==> config.mk <==
export PLATFORM = sky130hd
export DESIGN_NAME = tlap_core
export DESIGN_NICKNAME = d
export VERILOG_FILES = /design/src/core/tlap_pkg.sv /design/src/core/tlap_core.sv
export SDC_FILE = /design/constraint.sdc
export NUM_CORES = 2
export LEC_CHECK = 0
export ABC_AREA = 1
export BUFFER_PORTS_ARGS = -buffer_cell sky130_fd_sc_hd__buf_4
export CORE_MARGIN = 2
export CORE_UTILIZATION = 33
export CTS_CLUSTER_DIAMETER = 120
export CTS_CLUSTER_SIZE = 8
export DETAILED_ROUTE_END_ITERATION = 6
export GPL_ROUTABILITY_DRIVEN = 0
export PLACE_DENSITY = 0.47
export SKIP_CTS_REPAIR_TIMING = 1
export SYNTH_ARGS = -nofsm -noshare
export SYNTH_HDL_FRONTEND = slang
export SYNTH_SLANG_ARGS = --single-unit
==> constraint.sdc <==
create_clock -name pclk -period 77.6 [get_ports pclk]
set_input_delay 7.76 -clock pclk [delete_from_list [all_inputs] [get_ports pclk]]
set_output_delay 7.76 -clock pclk [all_outputs]
set_load 0.02 [all_outputs]
==> src/core/tlap_pkg.sv <==
// shared constants and carrier types for the fan-driver motor-side logic
package tlap_pkg;

  // core clock rate, used to turn times into cycle counts
  localparam int CLK_KHZ = 250000;

  // protection times in milliseconds
  localparam int STALL_MS = 300;
  localparam int LOCK_SHORT_MS = 3500;
  localparam int LOCK_LONG_MS = 14000;
  localparam int RETRY_SHORT_MS = 700;
  localparam int RETRY_LONG_MS = 1000;

  // lockout repetitions: from this one on the long period applies
  localparam logic [2:0] LOCK_LONG_FROM = 3'h5;
  // hall changes needed before the stall indicator returns to normal
  localparam logic [2:0] HALL_CHG_CLEAR = 3'h4;
  // output duty below this code (of 255) counts as below 5 percent
  localparam logic [7:0] DUTY_LOW_LIM = 8'h0D;
  // 180 electrical degrees in steps of 0.05 degree
  localparam logic [11:0] HALF_TURN_05 = 12'hE10;
  // one 0.35 degree step in 0.05 degree units
  localparam logic [3:0] STEP_05 = 4'h7;
  // clamp of the interpolated lead angle, in 0.35 degree steps
  localparam int ANG_LIM = 128;

  // register byte offsets
  localparam logic [11:0] OFS_CTRL = 12'h000;
  localparam logic [11:0] OFS_DUTY_EP = 12'h004;
  localparam logic [11:0] OFS_STATUS = 12'h008;
  localparam logic [11:0] OFS_PERIOD = 12'h00C;

  // reset values of the writable fields
  localparam logic [1:0] TACH_SEL_RST = 2'h0;
  localparam logic [3:0] ADV_RST = 4'h0;
  localparam logic [7:0] TOP_DUTY_RST = 8'hFE;
  localparam logic [7:0] BOT_DUTY_RST = 8'h00;

  // speed pin selections
  localparam logic [1:0] TACH_BASIC = 2'h0;
  localparam logic [1:0] TACH_DOUBLE = 2'h1;
  localparam logic [1:0] TACH_HALF = 2'h2;
  localparam logic [1:0] TACH_STALL = 2'h3;

  // stall protection states
  typedef enum logic [1:0] {ST_RUN, ST_LOCKED, ST_RETRY, ST_REARM} tlap_state_e;

  // software configuration
  typedef struct packed {
    logic retry_window_long;
    logic advance_step_fine;
    logic [3:0] advance_at_bottom_duty;
    logic [3:0] advance_at_top_duty;
    logic stall_polarity_invert;
    logic [1:0] tach_output_select;
    logic [7:0] top_duty;
    logic [7:0] bottom_duty;
  } tlap_cfg_s;

endpackage

==> src/core/tlap_core.sv <==
// motor-side logic: speed pin, lead angle, protection and stall lockout
// Summary of operation
// - basic speed pulse toggles at every hall crossing
// - tach select 0 basic, 1 double, 2 half, 3 stall indicator
// - with select 1 or 2 the speed pulse starts low after reset
// - two 4-bit lead settings, one at top duty, one at bottom
// - setting msb 0 delays commutation, 1 commutates ahead of hall
// - step bit 0 gives 0.70 degree steps, 1 gives 0.35 degree
// - endpoint angle is step size times setting value
// - angle interpolated linearly from output duty, also at full drive
// - thermal, overcurrent or stall lockout turn every bridge transistor off
// - low supply or current limit stop pwm, recirculate without sync rectifier
// - bridge resumes on its own once thermal shutdown releases
// - low supply drives one output low for input pairs 01 and 10, other hi-z; 00 and 11 leave both hi-z
// - no hall edge for over 0.3 s in rotation enters lockout
// - stall indicator low normal, high stalled; polarity bit inverts
// - indicator returns normal only after four hall changes
// - first four lockout periods 3.5 s, later ones 14 s
// - after lockout drive and wait 0.7 s or 1.0 s for an edge
// - low duty during a lockout period changes nothing, counting goes on
// - low duty in the retry window resets count, restarts on pwm rise
`timescale 1ns/1ps
`default_nettype none

module tlap_core #(
  parameter int PER_W = 24,
  parameter logic [31:0] STALL_CYC = 32'(64'(tlap_pkg::STALL_MS) * 64'(tlap_pkg::CLK_KHZ)),
  parameter logic [31:0] LOCK_SHORT_CYC =
    32'(64'(tlap_pkg::LOCK_SHORT_MS) * 64'(tlap_pkg::CLK_KHZ)),
  parameter logic [31:0] LOCK_LONG_CYC =
    32'(64'(tlap_pkg::LOCK_LONG_MS) * 64'(tlap_pkg::CLK_KHZ)),
  parameter logic [31:0] RETRY_SHORT_CYC =
    32'(64'(tlap_pkg::RETRY_SHORT_MS) * 64'(tlap_pkg::CLK_KHZ)),
  parameter logic [31:0] RETRY_LONG_CYC =
    32'(64'(tlap_pkg::RETRY_LONG_MS) * 64'(tlap_pkg::CLK_KHZ))
) (
  // clock and reset
  input wire logic pclk,
  input wire logic presetn,
  // apb slave
  input wire logic psel,
  input wire logic penable,
  input wire logic pwrite,
  input wire logic [11:0] paddr,
  input wire logic [31:0] pwdata,
  output logic [31:0] prdata,
  output logic pready,
  output logic pslverr,
  // motor and duty inputs
  input wire logic hall_in,
  input wire logic pwm_in,
  input wire logic [7:0] output_duty,
  input wire logic pwm_carrier,
  // protection detectors and low-supply drive inputs
  input wire logic thermal_shutdown,
  input wire logic low_supply_lockout,
  input wire logic current_limiter,
  input wire logic overcurrent_trip,
  input wire logic drive_input_a,
  input wire logic drive_input_b,
  // bridge and speed pin
  output logic bridge_out_a_o,
  output logic bridge_out_a_oe,
  output logic bridge_out_b_o,
  output logic bridge_out_b_oe,
  output logic speed_pulse_out
);

  tlap_pkg::tlap_cfg_s cfg;
  tlap_pkg::tlap_state_e state;
  logic hall_q, pwm_q, hall_edge, pwm_rise, duty_low, hall_primed;
  logic [PER_W-1:0] per_cnt, period;
  logic [PER_W-1:0] lead_cyc, com_cnt, com_tgt;
  logic lead_adv, phase, com_armed, flip_to;
  logic [31:0] timer, lock_len, win_len;
  logic [2:0] lock_cnt, hall_chg;
  logic stall_flag, stall_trip, lock_done, retry_fail, go_locked, drive_ok;
  logic half_div, half_q, dbl_q, dbl_done;
  logic [PER_W-1:0] dbl_cnt;
  logic signed [6:0] ang_top, ang_bot;
  logic signed [9:0] duty_off, duty_span;
  logic signed [17:0] ang_num, ang_full;
  logic signed [9:0] ang_c;
  logic [10:0] ang_mag05;
  logic [PER_W+10:0] lead_prod;
  logic apb_acc, apb_wr, addr_ok;
  logic [31:0] next_rdata;
  localparam logic signed [17:0] ANG_LIM_S = 18'(tlap_pkg::ANG_LIM);

  // endpoint angle in 0.35 degree steps, signed: positive means ahead
  function automatic logic signed [6:0] to_steps(input logic [3:0] s, input logic fine);
    logic [6:0] m;
    m = fine ? {4'h0, s[2:0]} : {3'h0, s[2:0], 1'b0};
    return s[3] ? $signed(m) : -$signed(m);
  endfunction

  // rotor may rest with the hall high, so the first cycle after reset only primes
  assign hall_edge = (hall_in ^ hall_q) & hall_primed;
  assign pwm_rise = pwm_in & ~pwm_q;
  assign duty_low = output_duty < tlap_pkg::DUTY_LOW_LIM;

  // input history and hall half-period measurement
  always_ff @(posedge pclk or negedge presetn) begin
    if (!presetn) begin
      hall_q <= 1'b0;
      hall_primed <= 1'b0;
      pwm_q <= 1'b0;
      per_cnt <= '0;
      period <= '0;
    end else begin
      hall_q <= hall_in;
      hall_primed <= 1'b1;
      pwm_q <= pwm_in;
      if (hall_edge) begin
        period <= per_cnt;
        per_cnt <= '0;
      end else if (per_cnt != '1) begin
        per_cnt <= per_cnt + 1'b1; // saturates on a stopped rotor
      end
    end
  end

  // lead angle between the two duty endpoints
  always_comb begin
    ang_top = to_steps(cfg.advance_at_top_duty, cfg.advance_step_fine);
    ang_bot = to_steps(cfg.advance_at_bottom_duty, cfg.advance_step_fine);
    duty_off = $signed({2'b00, output_duty}) - $signed({2'b00, cfg.bottom_duty});
    duty_span = $signed({2'b00, cfg.top_duty}) - $signed({2'b00, cfg.bottom_duty});
    ang_num = 18'(ang_top - ang_bot) * 18'(duty_off);
    // full drive arrives as duty 255 and simply extrapolates
    if (duty_span > 0) begin
      ang_full = 18'(ang_bot) + ang_num / 18'(duty_span);
    end else begin
      ang_full = 18'(ang_bot);
    end
    // clamp keeps the delay below one half-period
    if (ang_full > ANG_LIM_S) begin
      ang_c = 10'(ANG_LIM_S);
    end else if (ang_full < -ANG_LIM_S) begin
      ang_c = -10'(ANG_LIM_S);
    end else begin
      ang_c = 10'(ang_full);
    end
    ang_mag05 = (ang_c < 0) ? 11'(-ang_c) * 11'(tlap_pkg::STEP_05)
                            : 11'(ang_c) * 11'(tlap_pkg::STEP_05);
  end

  // angle to cycles, scaled by the last half-period
  always_ff @(posedge pclk or negedge presetn) begin
    if (!presetn) begin
      lead_prod <= '0;
      lead_cyc <= '0;
      lead_adv <= 1'b0;
    end else begin
      lead_prod <= (PER_W+11)'(period) * (PER_W+11)'(ang_mag05);
      lead_cyc <= PER_W'(lead_prod / (PER_W+11)'(tlap_pkg::HALF_TURN_05));
      lead_adv <= ang_c > 0;
    end
  end

  // commutation phase shifted from the hall edge
  always_ff @(posedge pclk or negedge presetn) begin
    if (!presetn) begin
      phase <= 1'b0;
      com_armed <= 1'b0;
      com_cnt <= '0;
      com_tgt <= '0;
      flip_to <= 1'b0;
    end else if (hall_edge) begin
      com_cnt <= '0;
      com_armed <= 1'b1;
      if (lead_adv) begin
        // ahead: flip early, predicting the next edge from this period
        phase <= hall_in;
        flip_to <= ~hall_in;
        com_tgt <= period - lead_cyc;
      end else begin
        flip_to <= hall_in;
        com_tgt <= lead_cyc;
      end
    end else if (com_armed && com_cnt >= com_tgt) begin
      phase <= flip_to;
      com_armed <= 1'b0;
    end else if (com_armed) begin
      com_cnt <= com_cnt + 1'b1;
    end
  end

  // stall protection decisions
  always_comb begin
    lock_len = (lock_cnt >= tlap_pkg::LOCK_LONG_FROM) ? LOCK_LONG_CYC : LOCK_SHORT_CYC;
    win_len = cfg.retry_window_long ? RETRY_LONG_CYC : RETRY_SHORT_CYC;
    stall_trip = state == tlap_pkg::ST_RUN && !hall_edge && !duty_low && timer >= STALL_CYC;
    lock_done = state == tlap_pkg::ST_LOCKED && timer >= lock_len - 32'h1;
    retry_fail = state == tlap_pkg::ST_RETRY && !duty_low && !hall_edge &&
                 timer >= win_len - 32'h1;
    go_locked = stall_trip | retry_fail;
    drive_ok = (state == tlap_pkg::ST_RUN || state == tlap_pkg::ST_RETRY) && !duty_low;
  end

  // stall state machine and period timer
  always_ff @(posedge pclk or negedge presetn) begin
    if (!presetn) begin
      state <= tlap_pkg::ST_RUN;
      timer <= '0;
    end else begin
      case (state)
        tlap_pkg::ST_RUN: begin
          if (hall_edge || duty_low) begin
            timer <= '0; // a parked fan is not a stalled one
          end else if (stall_trip) begin
            state <= tlap_pkg::ST_LOCKED;
            timer <= '0;
          end else begin
            timer <= timer + 32'h1;
          end
        end
        tlap_pkg::ST_LOCKED: begin
          // low duty is ignored here on purpose
          if (lock_done) begin
            state <= tlap_pkg::ST_RETRY;
            timer <= '0;
          end else begin
            timer <= timer + 32'h1;
          end
        end
        tlap_pkg::ST_RETRY: begin
          if (duty_low) begin
            state <= tlap_pkg::ST_REARM;
            timer <= '0;
          end else if (hall_edge) begin
            state <= tlap_pkg::ST_RUN;
            timer <= '0;
          end else if (retry_fail) begin
            state <= tlap_pkg::ST_LOCKED;
            timer <= '0;
          end else begin
            timer <= timer + 32'h1;
          end
        end
        tlap_pkg::ST_REARM: begin
          if (pwm_rise) begin
            state <= tlap_pkg::ST_RUN;
          end
          timer <= '0;
        end
        default: begin
          state <= tlap_pkg::ST_RUN;
          timer <= '0;
        end
      endcase
    end
  end

  // lockout repetition count, saturating
  always_ff @(posedge pclk or negedge presetn) begin
    if (!presetn) begin
      lock_cnt <= '0;
    end else if (state == tlap_pkg::ST_RETRY && duty_low) begin
      lock_cnt <= '0;
    end else if (go_locked && lock_cnt < tlap_pkg::LOCK_LONG_FROM) begin
      lock_cnt <= lock_cnt + 3'h1;
    end
  end

  // stall indicator; entering lockout wins over the clearing count
  always_ff @(posedge pclk or negedge presetn) begin
    if (!presetn) begin
      stall_flag <= 1'b0;
      hall_chg <= '0;
    end else if (go_locked) begin
      stall_flag <= 1'b1;
      hall_chg <= '0;
    end else if (hall_edge && hall_chg < tlap_pkg::HALL_CHG_CLEAR) begin
      hall_chg <= hall_chg + 3'h1;
    end else if (hall_chg >= tlap_pkg::HALL_CHG_CLEAR) begin
      stall_flag <= 1'b0;
    end
  end

  // divided and doubled speed pulses, both start low
  always_ff @(posedge pclk or negedge presetn) begin
    if (!presetn) begin
      half_div <= 1'b0;
      half_q <= 1'b0;
      dbl_q <= 1'b0;
      dbl_cnt <= '0;
      dbl_done <= 1'b1;
    end else if (hall_edge) begin
      half_div <= ~half_div;
      half_q <= half_q ^ half_div;
      dbl_q <= ~dbl_q;
      dbl_cnt <= '0;
      dbl_done <= 1'b0;
    end else if (!dbl_done && dbl_cnt >= (period >> 1)) begin
      // mid-edge uses the last period, so duty drifts on speed changes
      dbl_q <= ~dbl_q;
      dbl_done <= 1'b1;
    end else if (!dbl_done) begin
      dbl_cnt <= dbl_cnt + 1'b1;
    end
  end

  // speed pin selection
  always_ff @(posedge pclk or negedge presetn) begin
    if (!presetn) begin
      speed_pulse_out <= 1'b0;
    end else begin
      case (cfg.tach_output_select)
        tlap_pkg::TACH_BASIC: speed_pulse_out <= hall_q;
        tlap_pkg::TACH_DOUBLE: speed_pulse_out <= dbl_q;
        tlap_pkg::TACH_HALF: speed_pulse_out <= half_q;
        default: speed_pulse_out <= stall_flag ^ cfg.stall_polarity_invert;
      endcase
    end
  end

  // bridge drive, fault priority highest first
  always_ff @(posedge pclk or negedge presetn) begin
    if (!presetn) begin
      bridge_out_a_o <= 1'b0;
      bridge_out_a_oe <= 1'b0;
      bridge_out_b_o <= 1'b0;
      bridge_out_b_oe <= 1'b0;
    end else if (thermal_shutdown || overcurrent_trip || !drive_ok) begin
      // evaluated every cycle, so drive returns when thermal clears
      bridge_out_a_oe <= 1'b0;
      bridge_out_b_oe <= 1'b0;
      bridge_out_a_o <= 1'b0;
      bridge_out_b_o <= 1'b0;
    end else if (low_supply_lockout) begin
      bridge_out_a_o <= 1'b0;
      bridge_out_b_o <= 1'b0;
      bridge_out_a_oe <= !drive_input_a && drive_input_b;
      bridge_out_b_oe <= drive_input_a && !drive_input_b;
    end else if (current_limiter) begin
      // only the low side conducts; the other leg freewheels on its diode
      bridge_out_a_o <= 1'b0;
      bridge_out_b_o <= 1'b0;
      bridge_out_a_oe <= !phase;
      bridge_out_b_oe <= phase;
    end else begin
      bridge_out_a_o <= phase & pwm_carrier;
      bridge_out_b_o <= !phase & pwm_carrier;
      bridge_out_a_oe <= 1'b1;
      bridge_out_b_oe <= 1'b1;
    end
  end

  // apb decode; one wait state, write lands at the completing edge
  assign apb_acc = psel & penable & pready;
  assign apb_wr = apb_acc & pwrite & addr_ok;
  always_comb begin
    addr_ok = 1'b1;
    next_rdata = '0;
    case (paddr)
      tlap_pkg::OFS_CTRL: next_rdata = {19'h0, cfg[28:16]};
      tlap_pkg::OFS_DUTY_EP: next_rdata = {16'h0, cfg[15:0]};
      tlap_pkg::OFS_STATUS: next_rdata = {6'h0, ang_c, 7'h0, hall_q, phase,
                                           1'b0, state, lock_cnt, stall_flag};
      tlap_pkg::OFS_PERIOD: next_rdata = 32'(period);
      default: addr_ok = 1'b0;
    endcase
  end

  // apb answer
  always_ff @(posedge pclk or negedge presetn) begin
    if (!presetn) begin
      pready <= 1'b0;
      pslverr <= 1'b0;
      prdata <= '0;
    end else begin
      pready <= psel & penable & ~pready;
      pslverr <= psel & penable & ~pready & ~addr_ok;
      prdata <= (psel & penable & ~pready & ~pwrite) ? next_rdata : '0;
    end
  end

  // configuration registers
  always_ff @(posedge pclk or negedge presetn) begin
    if (!presetn) begin
      cfg <= '{retry_window_long: 1'b0, advance_step_fine: 1'b0,
               advance_at_bottom_duty: tlap_pkg::ADV_RST,
               advance_at_top_duty: tlap_pkg::ADV_RST,
               stall_polarity_invert: 1'b0,
               tach_output_select: tlap_pkg::TACH_SEL_RST,
               top_duty: tlap_pkg::TOP_DUTY_RST, bottom_duty: tlap_pkg::BOT_DUTY_RST};
    end else if (apb_wr && paddr == tlap_pkg::OFS_CTRL) begin
      cfg[28:16] <= pwdata[12:0];
    end else if (apb_wr && paddr == tlap_pkg::OFS_DUTY_EP) begin
      cfg[15:0] <= pwdata[15:0];
    end
  end
endmodule

`default_nettype wire

==> results by group <==
Timing
  • Final slew viol count: 0
  • Setup violators final: 0
  • Min Tclk post-route: around 70 ns
  • Final hold violation count: 0
  • Final Skew: 0.02584 ns
  • Worst Tran Pin Value: 1.080 ns
  • Final period utilization: between 90 and 100%
  • Relative slew slack: 27.94%
  • Final Worst Setup Slack: ~7.6 ns
  • Highest Clock Rate: 0.01428 GHz

Yosys
  • Most area-consuming cells after synthesis: dfrtp_1 16%, ha_1 13%, fa_1 13%
  • Synth Cell Area: ~43,000 µm²
  • Synth top area share: between 15 and 20%
  • Number of flops mapped to enable cells by yosys: 0
  • Synth Area per Inst: a little over 7 µm²
  • Asr flop ratio synth: between 90% and 100%
  • Flip-flop and latch count after synthesis: approximately 290
  • Area leader, netlist: dfrtp_1
  • Synth Flop Type: dfrtp_1
  • Synth Warn #: 0
  • Seq/Total Area, Yosys: 16.96%
  • Synth Instances: 6,004
  • Synth cell types: 73

Setup path
  • Critical path class: input pin to flop
  • Worst path top cell family by delay: compound AO/OA/AOI/OAI gates
  • CP max FO: 26
  • Nature of the critical path endpoint: flop
  • Worst r2r src: cfg[27]
  • R2r setup slk: around 13 ns
  • CP max-delay cell: fa_1
  • CP peak stage delay: ~0.54 ns
  • CP Data Arrival Time: 70.55 ns
  • WP buf/inv: 65
  • R2r endpoint: lead_prod[33]
  • Worst EP required: about 78 ns
  • R2r worst-path depth: between 300 and 400
  • Critical path launch point type: input pin
  • Cell mode on critical path: nand2_1

Routing
  • Routed WL: roughly 120 mm
  • Initial DRC count: approximately 1,900
  • Post-route ant nets: 0
  • Via density: roughly 4.7
  • Vias post-DR: about 37,000
  • Drt drc: 0
  • Drt pass-1 iters: 6
  • Routed length per placed instance: between 15 and 20 µm

Place
  • HPWL Detailed: 95.63 mm
  • Pre-CTS setup slack: between 3 and 4 ns
  • Port Buffers: 82

Global route
  • Largest net degree at the start of global routing: roughly 140
  • Gr ovfl total: 0
  • Initial antenna violation count: 1
  • Vias in the first global route: between 30,000 and 40,000
  • GRT Overall Usage: around 18%
  • First-pass GRT wire length: 196.7 mm

Floorplan
  • Num ports: 105
  • Die X: 363.7 µm
  • Site row count: roughly 130
  • Initial Util: between 30 and 40%
  • CORE AREA: approximately 130,000 µm²
  • Die height: about 360 µm
  • Total die area: ~130,000 µm²

Hold path
  • Hold Path Cell Cnt: 2
  • Hold path endpoint: cfg[6]
  • Critical hold path startpoint: cfg[6]
  • Path type of the worst min-delay path: flop to flop

Clocking
  • CTS tree: done
  • Clock slew at reported path FFs: 0.06 ns
  • Clock root buffer: clkbuf_16
  • Total CTS buffers: 42
  • Clock Path Buffers: 3
  • CTS sink cnt: a little under 300
  • Max H-tree Level: 2
  • Worst-skew pair later-pin latency: ~0.6 ns

Run status
  • Status: finished clean

Cells and area
  • Nets: 6,913
  • Final Util: around 37%
  • Layout cells sized above 1: between 8 and 9%
  • Commonest non-fill, non-tap cell in the layout: nand2_1
  • Layout Area Growth over Synthesis: 9.660%
  • Most frequent cells in the layout: 1,176 x nand2_1, 1,058 x inv_1, 564 x nor2_1, 456 x ha_1, 332 x a21oi_1

Flow run
  • Number of max-cap violations: 0
## through the flow
stage               area, µm²  std cells   TNS, ns  hold WS [ns]
floorplan               42880       6055         0        0.4400
global placement        45540       7797         0        0.4539
detailed placement      45540       7797         0        0.4612
CTS                     46740       7854         0        0.4717
global route            46810       7858  -0.05193        0.4966
finish                  46810       7858         0        0.4705
## cell families (layout without fill, tap and decap cells)
| logic type | Yosys count | in the layout | share of synthesized area (%) |
|---|---|---|---|
| flops | 289 | 289 | 16.96 |
| xor+xnor | 326 | 326 | 6.688 |
| other cells | 2 | 54 | 0.01759 |
| simple gates | 2445 | 2445 | 25.78 |
| compound gates | 956 | 956 | 12.95 |
| mux | 14 | 14 | 0.3341 |
| fa+ha+maj | 732 | 732 | 26.31 |
| buf+inv | 1240 | 1313 | 10.96 |
## registers in the layout (all words and copies together) (netlist names), 2 cells and up
signal     flops
per_cnt       24
com_tgt       24
dbl_cnt       24
period        24
hall_chg       3
cfg           29
lock_cnt       3
state          2
com_cnt       24
lead_prod     31
lead_cyc      24
timer         32
prdata        26
## worst max path at each step
stage / depth (start not counted) / endpoint / startpoint / slack (ns)
after floorplan: 372 / lead_prod[33] / output_duty[0] / 16.12
after global placement: 365 / lead_prod[33] / output_duty[0] / 3.50
after detailed placement: 366 / lead_prod[33] / output_duty[0] / 3.13
after CTS: 366 / lead_prod[33] / output_duty[0] / 3.55
after global routing: 366 / lead_prod[33] / output_duty[0] / -0.03
final: 366 / lead_prod[33] / output_duty[0] / 7.56
## tightest hold or removal path, delay by kind of cell (launching register included)
| kind | cells | cell delay (ns) |
|---|---|---|
| buffers and inverters | 1 | 0.04 |
| DFF | 1 | 0.34 |
| AOI/OAI and AO/OA | 1 | 0.06 |
## layout make-up
type,instances,area (µm²)
fillers,13810,81200
clock inverters,4,98.84
diodes,1,2.502
multi-input cells,4526,31030
repair buffers,115,883.3
well taps,1729,2163
flip-flops and latches,289,7242
inverters,1141,4305
clock buffers,53,1092
## synthesized netlist by cell type (8+ instances only)
master / instances
dfstp_2: 8
nor4_1: 25
a21oi_1: 336
a31oi_1: 26
a211oi_1: 16
or2_2: 27
o21a_1: 20
o21bai_1: 44
nand2_2: 110
o31ai_1: 13
nand3_2: 20
o21ai_0: 316
inv_1: 1064
nor3_1: 66
nor2_1: 567
clkbuf_1: 87
o21ai_1: 37
fa_1: 276
o211ai_1: 31
dfrtp_1: 281
nor2_4: 21
ha_1: 456
nand3b_1: 20
nand2_4: 45
a221oi_1: 9
clkinv_1: 27
xnor2_1: 111
nand2_1: 1181
xor2_1: 215
nand4_1: 51
mux2i_1: 12
nand3_1: 275
inv_2: 47
o22ai_1: 9
nor2_2: 17
a21o_1: 35
## per-layer routing
metal / up-vias / routed length (µm) / global-route usage [%]
met2: 504 / 52640 / 29.61
li1: 19280 / - / -
met1: 17430 / 60390 / 26.71
met5: - / 0 / 0
met4: 0 / 1036 / 2.319
met3: 63 / 4178 / 1.883
Power is not shown: default switching activity piles up to over one toggle a cycle in this logic, so the estimate is an artifact.
